**src/qei_defs.vh**
```
// Register map, field positions and timing constants of the encoder block
`ifndef QEI_DEFS_VH
`define QEI_DEFS_VH

// ---------------------------------------------------------------
// Bus and address map
// ---------------------------------------------------------------
`define ADDR_W          8
`define GLOBAL_CONFIG   8'h00
`define AXIS_BASE0      3'd1
`define AXIS_BASE1      3'd2
`define OFS_MODE        5'h00
`define OFS_CONST       5'h04
`define OFS_POS         5'h08
`define OFS_STATUS      5'h0c
`define OFS_CAPTURE     5'h10
`define RESP_OKAY       2'b00
`define RESP_SLVERR     2'b10

// ---------------------------------------------------------------
// Fields of encoder_mode_config
// ---------------------------------------------------------------
`define MODE_W          8
`define MODE_POL_A      0
`define MODE_POL_B      1
`define MODE_POL_N      2
`define MODE_IGNORE_AB  3
`define MODE_CLR_CONT   4
`define MODE_CLR_ONCE   5
`define MODE_CLR_ON_N   6
`define MODE_DECIMAL    7

// ---------------------------------------------------------------
// Fields of encoder_event_status, reset values
// ---------------------------------------------------------------
`define STAT_CLEARED    0
`define STAT_INDEX      1
`define MODE_RESET      8'h04
`define CONST_RESET     32'h0001_0000
`define GLOBAL_CONFIG_RESET     2'b00

// ---------------------------------------------------------------
// Arithmetic and filter timing
// ---------------------------------------------------------------
`define DEC_WRAP        17'd10000
`define FILT_LAST       2'd2

`endif

```
**src/input_filter.v**
```verilog
// Three-stage synchroniser and spike filter for one encoder pin
`timescale 1ns/100ps

module input_filter (
    input  wire core_clk,
    input  wire rst_b,
    input  wire pin,
    output reg  level
);

`include "qei_defs.vh"

reg       sync_1;
reg       sync_2;
reg       sync_3;
reg [1:0] stable_cnt;

// ---------------------------------------------------------------
// Synchroniser and stability counter
// ---------------------------------------------------------------
always @(posedge core_clk or negedge rst_b) begin
    if (!rst_b) begin
        sync_1     <= 1'b0;
        sync_2     <= 1'b0;
        sync_3     <= 1'b0;
        level      <= 1'b0;
        stable_cnt <= 2'b00;
    end else begin
        sync_1 <= pin;
        sync_2 <= sync_1;
        sync_3 <= sync_2;
        // spike rejection
        if (sync_2 == sync_3 && sync_3 != level) begin
            // rate limit
            if (stable_cnt == `FILT_LAST) begin
                level      <= sync_3;
                stable_cnt <= 2'b00;
            end else begin
                stable_cnt <= stable_cnt + 2'd1;
            end
        end else begin
            stable_cnt <= 2'b00;
        end
    end
end

endmodule

```
**src/quadrature_encoder_interface.v**
```verilog
// Dual-axis ABN quadrature encoder interface with AXI4-Lite registers
//
// Behaviour
// two independent axes, each fully separate
// global_config selects pins as encoder inputs
// counting works with A and B alone
// accepted index clears or captures position
// continuous mode acts on every index
// single-shot acts once then disarms
// index accepted only at configured A/B levels
// clear needs clear-on-index plus once/cont
// each A/B change adds or subtracts constant
// binary mode constant is signed 16.16
// decimal mode fraction 0..9999, carries at 10000
// negative constant reverses counting direction
// software encodes negative decimal constants
// position counter readable at any time
// status records index-triggered clear
// capture register snapshots position on index
// filtering limits rate to 2/3 clock
// inputs reject spikes under three clocks
// active-low and active-high signals supported
// phase order gives direction, double steps ignored
//
// The AXI4-Lite interface to the registers and the address map were chosen for this implementation.
`timescale 1ns/100ps
`include "qei_defs.vh"

module quadrature_encoder_interface (
    input  wire                 core_clk,
    input  wire                 rst_b,
    input  wire [`ADDR_W-1:0]   s_axi_awaddr,
    input  wire                 s_axi_awvalid,
    output reg                  s_axi_awready,
    input  wire [31:0]          s_axi_wdata,
    input  wire [3:0]           s_axi_wstrb,
    input  wire                 s_axi_wvalid,
    output reg                  s_axi_wready,
    output reg  [1:0]           s_axi_bresp,
    output reg                  s_axi_bvalid,
    input  wire                 s_axi_bready,
    input  wire [`ADDR_W-1:0]   s_axi_araddr,
    input  wire                 s_axi_arvalid,
    output reg                  s_axi_arready,
    output reg  [31:0]          s_axi_rdata,
    output reg  [1:0]           s_axi_rresp,
    output reg                  s_axi_rvalid,
    input  wire                 s_axi_rready,
    input  wire [1:0]           enc_a,
    input  wire [1:0]           enc_b,
    input  wire [1:0]           enc_n,
    output wire [31:0]          encoder_position_value0,
    output wire [31:0]          encoder_position_value1
);

// ---------------------------------------------------------------
// Helpers
// ---------------------------------------------------------------
function [31:0] merge_bytes;
    input [31:0] old;
    input [31:0] data;
    input [3:0]  strb;
    integer      k;
    begin
        merge_bytes = old;
        for (k = 0; k < 4; k = k + 1) begin
            if (strb[k])
                merge_bytes[k*8 +: 8] = data[k*8 +: 8];
        end
    end
endfunction

function [31:0] step_position;
    input [31:0] pos;
    input [31:0] scale;
    input        decimal;
    input        up;
    reg   [16:0] frac;
    reg   [15:0] carry;
    begin
        frac  = 17'd0;
        carry = 16'd0;
        if (!decimal) begin
            step_position = up ? pos + scale : pos - scale;
        end else if (up) begin
            frac = {1'b0, pos[15:0]} + {1'b0, scale[15:0]};
            if (frac >= `DEC_WRAP) begin
                frac  = frac - `DEC_WRAP;
                carry = 16'd1;
            end
            step_position = {pos[31:16] + scale[31:16] + carry,
                             frac[15:0]};
        end else begin
            frac = {1'b0, pos[15:0]} - {1'b0, scale[15:0]};
            if (frac[16]) begin
                frac  = frac + `DEC_WRAP;
                carry = 16'd1;
            end
            step_position = {pos[31:16] - scale[31:16] - carry,
                             frac[15:0]};
        end
    end
endfunction

// Axis number for an address, 2 when not an axis window
function [1:0] axis_of;
    input [`ADDR_W-1:0] addr;
    begin
        if (addr[7:5] == `AXIS_BASE0)
            axis_of = 2'd0;
        else if (addr[7:5] == `AXIS_BASE1)
            axis_of = 2'd1;
        else
            axis_of = 2'd2;
    end
endfunction

function addr_mapped;
    input [`ADDR_W-1:0] addr;
    begin
        addr_mapped = (addr == `GLOBAL_CONFIG) ||
                      (axis_of(addr) != 2'd2 && addr[1:0] == 2'b00 &&
                       addr[4:0] <= `OFS_CAPTURE);
    end
endfunction

// ---------------------------------------------------------------
// Write channel capture
// ---------------------------------------------------------------
reg                 aw_held;
reg                 w_held;
reg [`ADDR_W-1:0]   wr_addr;
reg [31:0]          wr_data;
reg [3:0]           wr_strb;
reg [1:0]           global_config;
wire                wr_go;

assign wr_go   = aw_held & w_held & ~s_axi_bvalid;

always @(posedge core_clk or negedge rst_b) begin
    if (!rst_b) begin
        aw_held       <= 1'b0;
        w_held        <= 1'b0;
        wr_addr       <= {`ADDR_W{1'b0}};
        wr_data       <= 32'h0000_0000;
        wr_strb       <= 4'h0;
        s_axi_awready <= 1'b1;
        s_axi_wready  <= 1'b1;
        s_axi_bvalid  <= 1'b0;
        s_axi_bresp   <= `RESP_OKAY;
        global_config <= `GLOBAL_CONFIG_RESET;
    end else begin
        if (s_axi_awvalid && s_axi_awready) begin
            aw_held       <= 1'b1;
            wr_addr       <= s_axi_awaddr;
            s_axi_awready <= 1'b0;
        end
        if (s_axi_wvalid && s_axi_wready) begin
            w_held       <= 1'b1;
            wr_data      <= s_axi_wdata;
            wr_strb      <= s_axi_wstrb;
            s_axi_wready <= 1'b0;
        end
        if (wr_go) begin
            aw_held      <= 1'b0;
            w_held       <= 1'b0;
            s_axi_bvalid <= 1'b1;
            s_axi_bresp  <= addr_mapped(wr_addr) ? `RESP_OKAY
                                                 : `RESP_SLVERR;
            // pin function select
            if (wr_addr == `GLOBAL_CONFIG && wr_strb[0])
                global_config <= wr_data[1:0];
        end
        if (s_axi_bvalid && s_axi_bready) begin
            s_axi_bvalid  <= 1'b0;
            s_axi_awready <= 1'b1;
            s_axi_wready  <= 1'b1;
        end
    end
end

// ---------------------------------------------------------------
// Per-axis encoder logic
// ---------------------------------------------------------------
wire [2*`MODE_W-1:0] mode_all;
wire [63:0]          const_all;
wire [63:0]          pos_all;
wire [3:0]           stat_all;
wire [63:0]          cap_all;

assign encoder_position_value0 = pos_all[31:0];
assign encoder_position_value1 = pos_all[63:32];

genvar ax;
generate
    // one copy per axis
    for (ax = 0; ax < 2; ax = ax + 1) begin : axis
        reg  [`MODE_W-1:0] encoder_mode_config;
        reg  [31:0]        encoder_scale_constant;
        reg  [31:0]        encoder_position_counter;
        reg  [1:0]         encoder_event_status;
        reg  [31:0]        encoder_index_capture;
        reg                prev_a;
        reg                prev_b;
        reg                prev_n;
        wire               fa;
        wire               fb;
        wire               fn;
        wire               sel;
        wire               a_chg;
        wire               b_chg;
        wire               step;
        wire               up;
        wire               n_active;
        wire               ab_match;
        wire               index_ok;
        wire [31:0]        stepped;

        input_filter filt_a (
            .core_clk (core_clk),
            .rst_b    (rst_b),
            .pin      (enc_a[ax]),
            .level    (fa)
        );
        input_filter filt_b (
            .core_clk (core_clk),
            .rst_b    (rst_b),
            .pin      (enc_b[ax]),
            .level    (fb)
        );
        input_filter filt_n (
            .core_clk (core_clk),
            .rst_b    (rst_b),
            .pin      (enc_n[ax]),
            .level    (fn)
        );

        assign sel   = wr_go && axis_of(wr_addr) == ax;
        assign a_chg = fa ^ prev_a;
        assign b_chg = fb ^ prev_b;
        // direction from phase order
        assign step  = global_config[ax] & (a_chg ^ b_chg);
        assign up    = a_chg ? (fa != fb) : (fa == fb);
        // add or subtract per change
        assign stepped = step_position(encoder_position_counter,
                             encoder_scale_constant,
                             encoder_mode_config[`MODE_DECIMAL], up);
        // selectable index level
        assign n_active = ~(fn ^ encoder_mode_config[`MODE_POL_N]);
        // A/B qualification
        assign ab_match = encoder_mode_config[`MODE_IGNORE_AB] ||
                          (fa == encoder_mode_config[`MODE_POL_A] &&
                           fb == encoder_mode_config[`MODE_POL_B]);
        // index optional
        assign index_ok = global_config[ax] & n_active & ~prev_n &
                          ab_match;

        always @(posedge core_clk or negedge rst_b) begin
            if (!rst_b) begin
                encoder_mode_config      <= `MODE_RESET;
                encoder_scale_constant   <= `CONST_RESET;
                encoder_position_counter <= 32'h0000_0000;
                encoder_event_status     <= 2'b00;
                encoder_index_capture    <= 32'h0000_0000;
                prev_a                   <= 1'b0;
                prev_b                   <= 1'b0;
                prev_n                   <= 1'b1;
            end else begin
                prev_a <= fa;
                prev_b <= fb;
                prev_n <= n_active;
                // binary 16.16 step
                // decimal carry at 10000
                // sign of constant sets direction
                if (step)
                    encoder_position_counter <= stepped;
                // software may preset position
                if (sel && wr_addr[4:0] == `OFS_POS)
                    encoder_position_counter <= merge_bytes(
                        encoder_position_counter, wr_data, wr_strb);
                if (sel && wr_addr[4:0] == `OFS_CONST)
                    encoder_scale_constant <= merge_bytes(
                        encoder_scale_constant, wr_data, wr_strb);
                if (sel && wr_addr[4:0] == `OFS_MODE && wr_strb[0])
                    encoder_mode_config <= wr_data[`MODE_W-1:0];
                // Write one clears; new event below wins
                if (sel && wr_addr[4:0] == `OFS_STATUS && wr_strb[0])
                    encoder_event_status <= encoder_event_status &
                                            ~wr_data[1:0];
                // index clear or capture
                if (index_ok && (encoder_mode_config[`MODE_CLR_CONT] |
                                 encoder_mode_config[`MODE_CLR_ONCE])) begin
                    encoder_event_status[`STAT_INDEX] <= 1'b1;
                    // snapshot on index
                    encoder_index_capture <= encoder_position_counter;
                    // clear needs clear-on-index
                    if (encoder_mode_config[`MODE_CLR_ON_N]) begin
                        encoder_position_counter <= 32'h0000_0000;
                        // clear event recorded
                        encoder_event_status[`STAT_CLEARED] <= 1'b1;
                    end
                    // single-shot disarms
                    // continuous stays armed
                    if (!(sel && wr_addr[4:0] == `OFS_MODE &&
                          wr_strb[0]))
                        encoder_mode_config[`MODE_CLR_ONCE] <= 1'b0;
                end
            end
        end

        assign mode_all[ax*`MODE_W +: `MODE_W] = encoder_mode_config;
        assign const_all[ax*32 +: 32]          = encoder_scale_constant;
        assign pos_all[ax*32 +: 32]            = encoder_position_counter;
        assign stat_all[ax*2 +: 2]             = encoder_event_status;
        assign cap_all[ax*32 +: 32]            = encoder_index_capture;
    end
endgenerate

// ---------------------------------------------------------------
// Read channel
// ---------------------------------------------------------------
reg  [31:0] rd_value;
wire [1:0]  rd_axis;

assign rd_axis = axis_of(s_axi_araddr);

always @* begin
    rd_value = 32'h0000_0000;
    if (s_axi_araddr == `GLOBAL_CONFIG) begin
        rd_value = {30'h0, global_config};
    end else if (rd_axis != 2'd2) begin
        case (s_axi_araddr[4:0])
            `OFS_MODE:
                rd_value = {24'h00_0000,
                            mode_all[rd_axis[0]*`MODE_W +: `MODE_W]};
            `OFS_CONST:   rd_value = const_all[rd_axis[0]*32 +: 32];
            `OFS_POS:     rd_value = pos_all[rd_axis[0]*32 +: 32];
            `OFS_STATUS:  rd_value = {30'h0,
                                      stat_all[rd_axis[0]*2 +: 2]};
            `OFS_CAPTURE: rd_value = cap_all[rd_axis[0]*32 +: 32];
            default:      rd_value = 32'h0000_0000;
        endcase
    end
end

always @(posedge core_clk or negedge rst_b) begin
    if (!rst_b) begin
        s_axi_arready <= 1'b1;
        s_axi_rvalid  <= 1'b0;
        s_axi_rdata   <= 32'h0000_0000;
        s_axi_rresp   <= `RESP_OKAY;
    end else begin
        if (s_axi_arvalid && s_axi_arready) begin
            s_axi_arready <= 1'b0;
            s_axi_rvalid  <= 1'b1;
            s_axi_rdata   <= rd_value;
            s_axi_rresp   <= addr_mapped(s_axi_araddr) ? `RESP_OKAY
                                                       : `RESP_SLVERR;
        end
        if (s_axi_rvalid && s_axi_rready) begin
            s_axi_rvalid  <= 1'b0;
            s_axi_arready <= 1'b1;
        end
    end
end

endmodule

```
**config.mk**
```make
export PLATFORM = sky130hd
export DESIGN_NAME = quadrature_encoder_interface
export DESIGN_NICKNAME = d
export VERILOG_FILES = /design/src/input_filter.v /design/src/quadrature_encoder_interface.v
export VERILOG_INCLUDE_DIRS = /design/src
export SDC_FILE = /design/constraint.sdc
export NUM_CORES = 1
export LEC_CHECK = 0
export BUFFER_PORTS_ARGS = -buffer_cell sky130_fd_sc_hd__buf_2
export CAP_MARGIN = 20
export CORE_UTILIZATION = 25
export CTS_BUF_LIST = sky130_fd_sc_hd__clkbuf_4 sky130_fd_sc_hd__clkbuf_8
export CTS_CLUSTER_SIZE = 40
export DETAILED_ROUTE_END_ITERATION = 8
export PLACE_DENSITY = 0.38
export SYNTH_ARGS = -nofsm -noshare
export SYNTH_HDL_FRONTEND = slang
export SYNTH_SLANG_ARGS = --single-unit
```
**constraint.sdc**
```tcl
create_clock -name core_clk -period 7 [get_ports core_clk]
set_clock_uncertainty 0.15 [all_clocks]
set_input_delay 0.35 -clock core_clk [delete_from_list [all_inputs] [get_ports core_clk]]
set_output_delay 0.35 -clock core_clk [all_outputs]
set_load 0.1 [all_outputs]
```
### Word level (Yosys, flattened, before mapping)

Index checks and enable logic that the tools add are counted.

| cells by class | value |
|---|---|
| shifts and indexed selects | 5 |
| reductions and logical operators | 68 |
| bitwise operators | 28 |
| $lt $le $gt $ge | 4 |
| muxes and demuxes | 89 |
| add/sub/neg operators | 26 |
| equal/unequal tests | 41 |

Operators by type and width:

| cell | count |
|---|---|
| $mux W32 | 16 |
| $mux W16 | 12 |
| $shiftx A64 B7 Y32 | 3 |
| $pmux W32 S5 | 1 |
| $add A16 B16 Y16 | 4 |
| $add A32 B32 Y32 | 2 |
| $mux W8 | 8 |
| $sub A16 B16 Y16 | 4 |
| $sub A32 B32 Y32 | 2 |
| $mux W2 | 24 |
| $add A16 B16 Y17 | 2 |
| $ge A17 B14 Y1 const B | 2 |
| $logic_and A1 B1 Y1 | 34 |
| $sub A16 B16 Y17 | 2 |
| $add A16 B14 Y16 const B | 2 |
| $sub A16 B14 Y16 const B | 2 |
| $reduce_and A2 Y1 | 15 |
| $mux W1 | 26 |
| $eq A5 B4 Y1 const B | 4 |
| $logic_not A8 Y1 | 2 |
| $reduce_bool A2 Y1 | 8 |
| $shiftx A16 B5 Y8 | 1 |
| $add A2 B1 Y2 const B | 6 |
| $eq A1 B1 Y1 | 12 |
| other kinds (20) | 67 |

| word-level totals | value |
|---|---|
| register bits after elaboration | 343 |

### Depth between registers and ports, before layout

| depth | value |
|---|---|
| depth in word-level cells | 12 |
| mapped depth | 24 |

### Modules after synthesis

From an unflattened synthesis, not the netlist that was laid out.

| second synthesis, totals | value |
|---|---|
| cells, all modules | 3108 |
| area total of the unflattened synthesis | 27580.2 um2 |

Modules (own cells, without submodules):

| module | sequential area each (um2) | area an instance (um2) | times used | cells an instance |
|---|---|---|---|---|
| quadrature_encoder_interface | 7643.6 | 26251.4 | 1 | 3012 |
| input_filter | 150.1 | 221.5 | 6 | 16 |

### Least setup slack after synthesis

No wires, ideal clock.

| timing | value |
|---|---|
| path type | flip-flop to flip-flop |
| from | register axis[0].encoder_position_counter[1], in the netlist encoder_position_value0[1] |
| to | register axis[0].encoder_position_counter[31], in the netlist encoder_position_value0[31] |
| period minus slack after synthesis | 6.203 ns |
| path buffers | 1 |
| setup slack | 0.797 ns |
| library setup time | 0.104 ns |
| cell stages (with the launch flop) | 23 |
| data required time | 6.746 ns |
| data arrival time | 5.949 ns |
| cell sequence | dfrtp_1 inv_1 fa_1 or2_1 a221oi_4 o32ai_2 o21ai_0 o311ai_1 o2bb2ai_1 a21o_1 buf_6 clkinv_4 fa_1 nand2b_1 a221oi_1 o21ai_0 o31ai_1 a221oi_1 o31ai_1 nor4_1 a211oi_1 xor2_1 a221oi_1 |

| between the ends | value |
|---|---|
| longest elaborated chain between the ends | 12 |
| elaborated cells between the ends (all ways) | 20 |
| those cells by class | 6 x add/sub; 1 x order compare; 13 x mux |

RTL lines:

| item | RTL line | RTL |
|---|---|---|
| from (decl) | quadrature_encoder_interface.v:200 | `reg [31:0] encoder_position_counter;` |
| from (signal assigned) | quadrature_encoder_interface.v:276 | `encoder_position_counter <= stepped;` |
| from (signal assigned) | quadrature_encoder_interface.v:279 | `encoder_position_counter <= merge_bytes(` |
| $add A16 B16 Y17 | quadrature_encoder_interface.v:86 | `frac = {1'b0, pos[15:0]} + {1'b0, scale[15:0]};` |
| $ge A17 B14 Y1 (no line) | n/a |  |
| $mux W1 | quadrature_encoder_interface.v:87 | `` if (frac >= `DEC_WRAP) begin `` |
| $mux W16 | quadrature_encoder_interface.v:85 | `end else if (up) begin` |
| $mux W16 | quadrature_encoder_interface.v:83 | `if (!decimal) begin` |
| $add A16 B16 Y16 | quadrature_encoder_interface.v:91 | `step_position = {pos[31:16] + scale[31:16] + carry,` |
| $mux W32 | quadrature_encoder_interface.v:85 |  |
| $mux W32 (*) | quadrature_encoder_interface.v:83 |  |
| $mux W32 (*) | quadrature_encoder_interface.v:275 | `if (step)` |
| $mux W32 (*) | quadrature_encoder_interface.v:278 | `` if (sel && wr_addr[4:0] == `OFS_POS) `` |
| $mux W32 | quadrature_encoder_interface.v:297 | `` if (encoder_mode_config[`MODE_CLR_ON_N]) begin `` |
| $mux W32 (*) | quadrature_encoder_interface.v:291 | `` if (index_ok && (encoder_mode_config[`MODE_CLR_CONT] \| `` |

Every way passes the cells marked *; elsewhere a longest branch is shown, timed or not. The select of a mux whose other input is x is not followed.
A chain may end at the register's enable or synchronous reset.

### Worst setup path after layout

| timing | value |
|---|---|
| from | register axis[1].encoder_position_counter[0], in the netlist encoder_position_value1[0] |
| to | register axis[1].encoder_position_counter[28], in the netlist encoder_position_value1[28] |

| between the ends | value |
|---|---|
| longest elaborated chain between the ends | 12 |
| elaborated cells between the ends (all ways) | 20 |
| those cells by class | 6 x add/sub; 1 x order compare; 13 x mux |

RTL lines:

| item | RTL line |
|---|---|
| from (decl) | quadrature_encoder_interface.v:200 |
| from (signal assigned) | quadrature_encoder_interface.v:276 |
| from (signal assigned) | quadrature_encoder_interface.v:279 |
| $add A16 B16 Y17 | quadrature_encoder_interface.v:86 |
| $ge A17 B14 Y1 (no line) | n/a |
| $mux W1 | quadrature_encoder_interface.v:87 |
| $mux W16 | quadrature_encoder_interface.v:85 |
| $mux W16 | quadrature_encoder_interface.v:83 |
| $add A16 B16 Y16 | quadrature_encoder_interface.v:91 |
| $mux W32 | quadrature_encoder_interface.v:85 |
| $mux W32 (*) | quadrature_encoder_interface.v:83 |
| $mux W32 (*) | quadrature_encoder_interface.v:275 |
| $mux W32 (*) | quadrature_encoder_interface.v:278 |
| $mux W32 | quadrature_encoder_interface.v:297 |
| $mux W32 (*) | quadrature_encoder_interface.v:291 |

Marks and branches as above.

==> results by group <==
Critical path
  – Crit-path leading delay family: compound AO/OA/AOI/OAI gates
  – WP buf/inv: 2
  – Critical Path Max Stage Delay: 0.45 ns
  – Reg2reg end: encoder_position_value1[28]
  – R2r setup slk: 0.61 ns
  – Crit path cell chain: ha_1, inv_1, fa_1, or2_2, a221oi_2, o221ai_1, nand2_1, xnor2_1, o311ai_2, a2111o_1, inv_4, fa_1, fa_1, o21bai_1, a21oi_1, o21ai_0, nand2_1, o41a_1, a22oi_1, xnor2_1, nand2_1, a31oi_1, a21oi_1
  – CP Capture Type: register
  – CP max FO: 9
  – FF-to-FF path depth: 23
  – Critical path type: reg2reg
  – CP arrival: 6.80 ns
  – CP startpoint kind: register
  – Req. time, crit path: 7.41 ns
  – CP max-delay cell: dfrtp_1
  – Worst r2r src: encoder_position_value1[0]

Placement
  – Detailed-placement wirelength estimate: 84.1 mm
  – Routability cong.: 0.872
  – Area after DPL: 30400 sq um
  – I/O Buffers: 167

Pwr
  – Pleak: 15.0 nW
  – Peak VDD IR: 187 uV
  – Overall Power: 11.0 mW
  – Pwr dens: 337 nW/um^2

Routing
  – DRC viols: 0
  – Initial DRC Count: 2104
  – Vias per cell: 5.10
  – Routed WL: 111 mm
  – Routed wire length per instance: 22.5 um
  – DR vias: 25219
  – Post-DRT Antenna Nets: 0
  – Pre-Repair DR Iteration Count: 6

Yosys
  – Top-area cell type share of the netlist area: 0.299
  – Yosys reg bits: 341
  – Syn Inst Count: 3181
  – Ys flop type: dfrtp_1
  – Area leader, netlist: dfrtp_1
  – Cell variety after synth: 98
  – Cell Area, Synth: 27800 sq um
  – Post-synth ARST share: 1.00
  – Syn avg cell area: 8.73 sq um
  – Synth area leaders: dfrtp_1 (30%), ha_1 (9.6%), mux2_2 (6.9%)
  – Post-synthesis sequential area ratio: 0.308
  – Post-synth EDFFs: 0
  – YS warnings: 0

Global route
  – Vias in the first global route: 25426
  – First-pass GRT wire length: 168 mm
  – Largest net degree at the start of global routing: 137
  – Initial antenna violation count: 5
  – Overflow after GRT: 0
  – GR Util All Layers: 0.196

Floorplan
  – Die area: 112000 sq um
  – Die W: 335 um
  – Core Footprint: 109000 sq um
  – IO Pins: 170
  – # rows: 121
  – Die H: 335 um
  – Initial core utilization: 0.254

Clock network
  – Number of buffers created by CTS: 74
  – Clock Tree Root: clkbuf_8
  – Maximum clock path buffer count: 3
  – CTS tree: built
  – Worst-Skew Late Latency: 0.72 ns
  – Htree depth: 3
  – Reg clk slew, reported paths: 0.06 ns
  – Clk sinks: 341

STA
  – Max Fclk: 157 MHz
  – Final period utilization: 0.912
  – Final setup viols: 0
  – Max-slew violation count: 0
  – Final Hold Fails: 0
  – Worst relative slew slack: 0.310
  – Min Tclk post-route: 6.39 ns
  – Setup TNS: 0 ns
  – Tightest Pin Transition: 1.03 ns
  – RSZ-0062 raised after global routing: no

Min path
  – Hold wc startpoint: s_axi_araddr[0]
  – Hold WC Path Type: in2reg
  – Worst Hold Depth: 4
  – Hold path endpoint: s_axi_rresp[1]

Run
  – Max-capacitance violation count: 0

Cells and area
  – Layout cell share with drive strength beyond 1: 0.170
  – Nets: 3694
  – Most common cell after layout, fill and taps aside: dfrtp_1
  – Commonest non-fill, non-tap cells in the layout: dfrtp_1 (332), nand2_1 (280), a21oi_1 (217), ha_1 (214), inv_1 (199)
  – Area growth from synthesis to layout: 17.8%
  – Post-layout instance area: 32700 sq um

Status
  – Outcome: complete, no violations
[per-layer routing]
| layer | up-vias | wire length [um] | global-route usage |
|---|---|---|---|
| met2 | 573 | 49100 | 0.307 |
| met1 | 12394 | 55500 | 0.289 |
| met5 | - | 0 | 0 |
| met3 | 111 | 4670 | 0.0215 |
| met4 | 0 | 1850 | 0.0408 |
| li1 | 12141 | - | - |
[worst max path at each step]
stage | start | end | slack, ns | depth (start not counted)
final | encoder_position_value1[0] | encoder_position_value1[28] | 0.61 | 23
after detailed placement | axis[0].encoder_scale_constant[0] | encoder_position_value0[31] | 0.46 | 22
after CTS | encoder_position_value1[1] | encoder_position_value1[31] | 0.42 | 21
after floorplan | encoder_position_value0[1] | encoder_position_value0[31] | 0.80 | 22
after global placement | axis[0].encoder_scale_constant[0] | encoder_position_value0[31] | 0.62 | 22
after global routing | axis[0].encoder_scale_constant[0] | encoder_position_value0[31] | 0.04 | 22
[synth_stat cells, types with 16 or more instances]
| cell type | number |
|---|---|
| nor3_1 | 76 |
| a21o_1 | 60 |
| nand4_1 | 19 |
| xor2_1 | 56 |
| o21a_1 | 23 |
| nand3b_1 | 23 |
| nand2b_1 | 42 |
| inv_1 | 199 |
| clkbuf_1 | 115 |
| nand3_1 | 103 |
| and3_1 | 17 |
| nor2_1 | 199 |
| mux2_2 | 170 |
| o21ai_0 | 176 |
| o211ai_1 | 32 |
| dfrtp_1 | 332 |
| a211o_1 | 17 |
| ha_1 | 214 |
| o31ai_1 | 25 |
| o221ai_1 | 38 |
| a21oi_1 | 217 |
| a31oi_1 | 42 |
| and2_1 | 16 |
| a22oi_1 | 47 |
| a221oi_1 | 16 |
| a211oi_1 | 45 |
| nor2b_1 | 19 |
| mux2i_1 | 23 |
| nor4_1 | 20 |
| or2_2 | 17 |
| o22ai_1 | 24 |
| nand2_1 | 282 |
| o21bai_1 | 19 |
| or3_1 | 26 |
| a32o_1 | 21 |
| xnor2_1 | 184 |
[area by class of cell]
type	count	area [sq um]
Antenna cell	6	15.0
Fill cell	11705	76700
Multi-Input combinational cell	2502	18000
Timing Repair Buffer	276	1830
Sequential cell	341	8540
Clock inverter	16	224
Inverter	206	781
Clock buffer	120	1450
Tap cell	1476	1850
[per-stage QoR]
| step | hold WS (ns) | instances | setup slack (ns) | utilization |
|---|---|---|---|---|
| finish | 0.0777 | 4943 | 0.615 | 0.299 |
| global route | 0.115 | 4941 | 0.0393 | 0.299 |
| CTS | 0.0257 | 4937 | 0.420 | 0.299 |
| detailed placement | 0.185 | 4742 | 0.458 | 0.278 |
| global placement | 0.182 | 4740 | 0.617 | 0.278 |
| floorplan | -0.0956 | 3182 | 0.797 | - |
[registers in the layout (all words and copies together) (netlist names), 4 cells and up]
register,cells
wr_data,32
axis.encoder_index_capture,64
axis.encoder_event_status,4
encoder_position_value1,32
axis.filt_n.stable_cnt,4
axis.encoder_scale_constant,64
wr_strb,4
wr_addr,8
axis.encoder_mode_config,16
axis.filt_b.stable_cnt,4
axis.filt_a.stable_cnt,4
encoder_position_value0,32
s_axi_rdata,32
[cells by family (layout without fill, tap and decap cells)]
| group | Yosys count | count (layout) | synth area share |
|---|---|---|---|
| adders and majority gates | 228 | 228 | 0.106 |
| other | 1 | 8 | 0.000135 |
| xor gates and xnor gates | 240 | 240 | 0.0757 |
| and+or+nand+nor | 897 | 897 | 0.154 |
| DFF | 341 | 341 | 0.308 |
| buffers and inverters | 339 | 618 | 0.0471 |
| muxes | 194 | 194 | 0.0780 |
| AOI/OAI and AO/OA | 941 | 941 | 0.231 |
[what timing repair did]
| item | in CTS | in global routing |
|---|---|---|
| hold buffers | 59 | 0 |
| setup endpoints to repair | 0 | 3 |
| buffers inserted | 0 | 0 |
| resized for setup | 0 | 3 |
| endpoints found under the hold margin | 156 | 0 |
[where the power goes]
part / internal (mW) / total (mW) / switching (mW)
logic: 2.07 / 5.64 / 3.58
registers: 2.22 / 2.85 / 0.633
clock network: 1.50 / 2.54 / 1.04
total: 5.79 / 11.0 / 5.24
[worst register-to-register path, delay by kind of cell, from the launching register on]
family          cells  cell delay (ns)
buf+inv             2             0.22
fa+ha+maj           4             1.54
flops               1             0.45
compound gates     11             2.89
simple gates        4             0.70
xor+xnor            2             0.32
(Power assumes the default switching activity.)
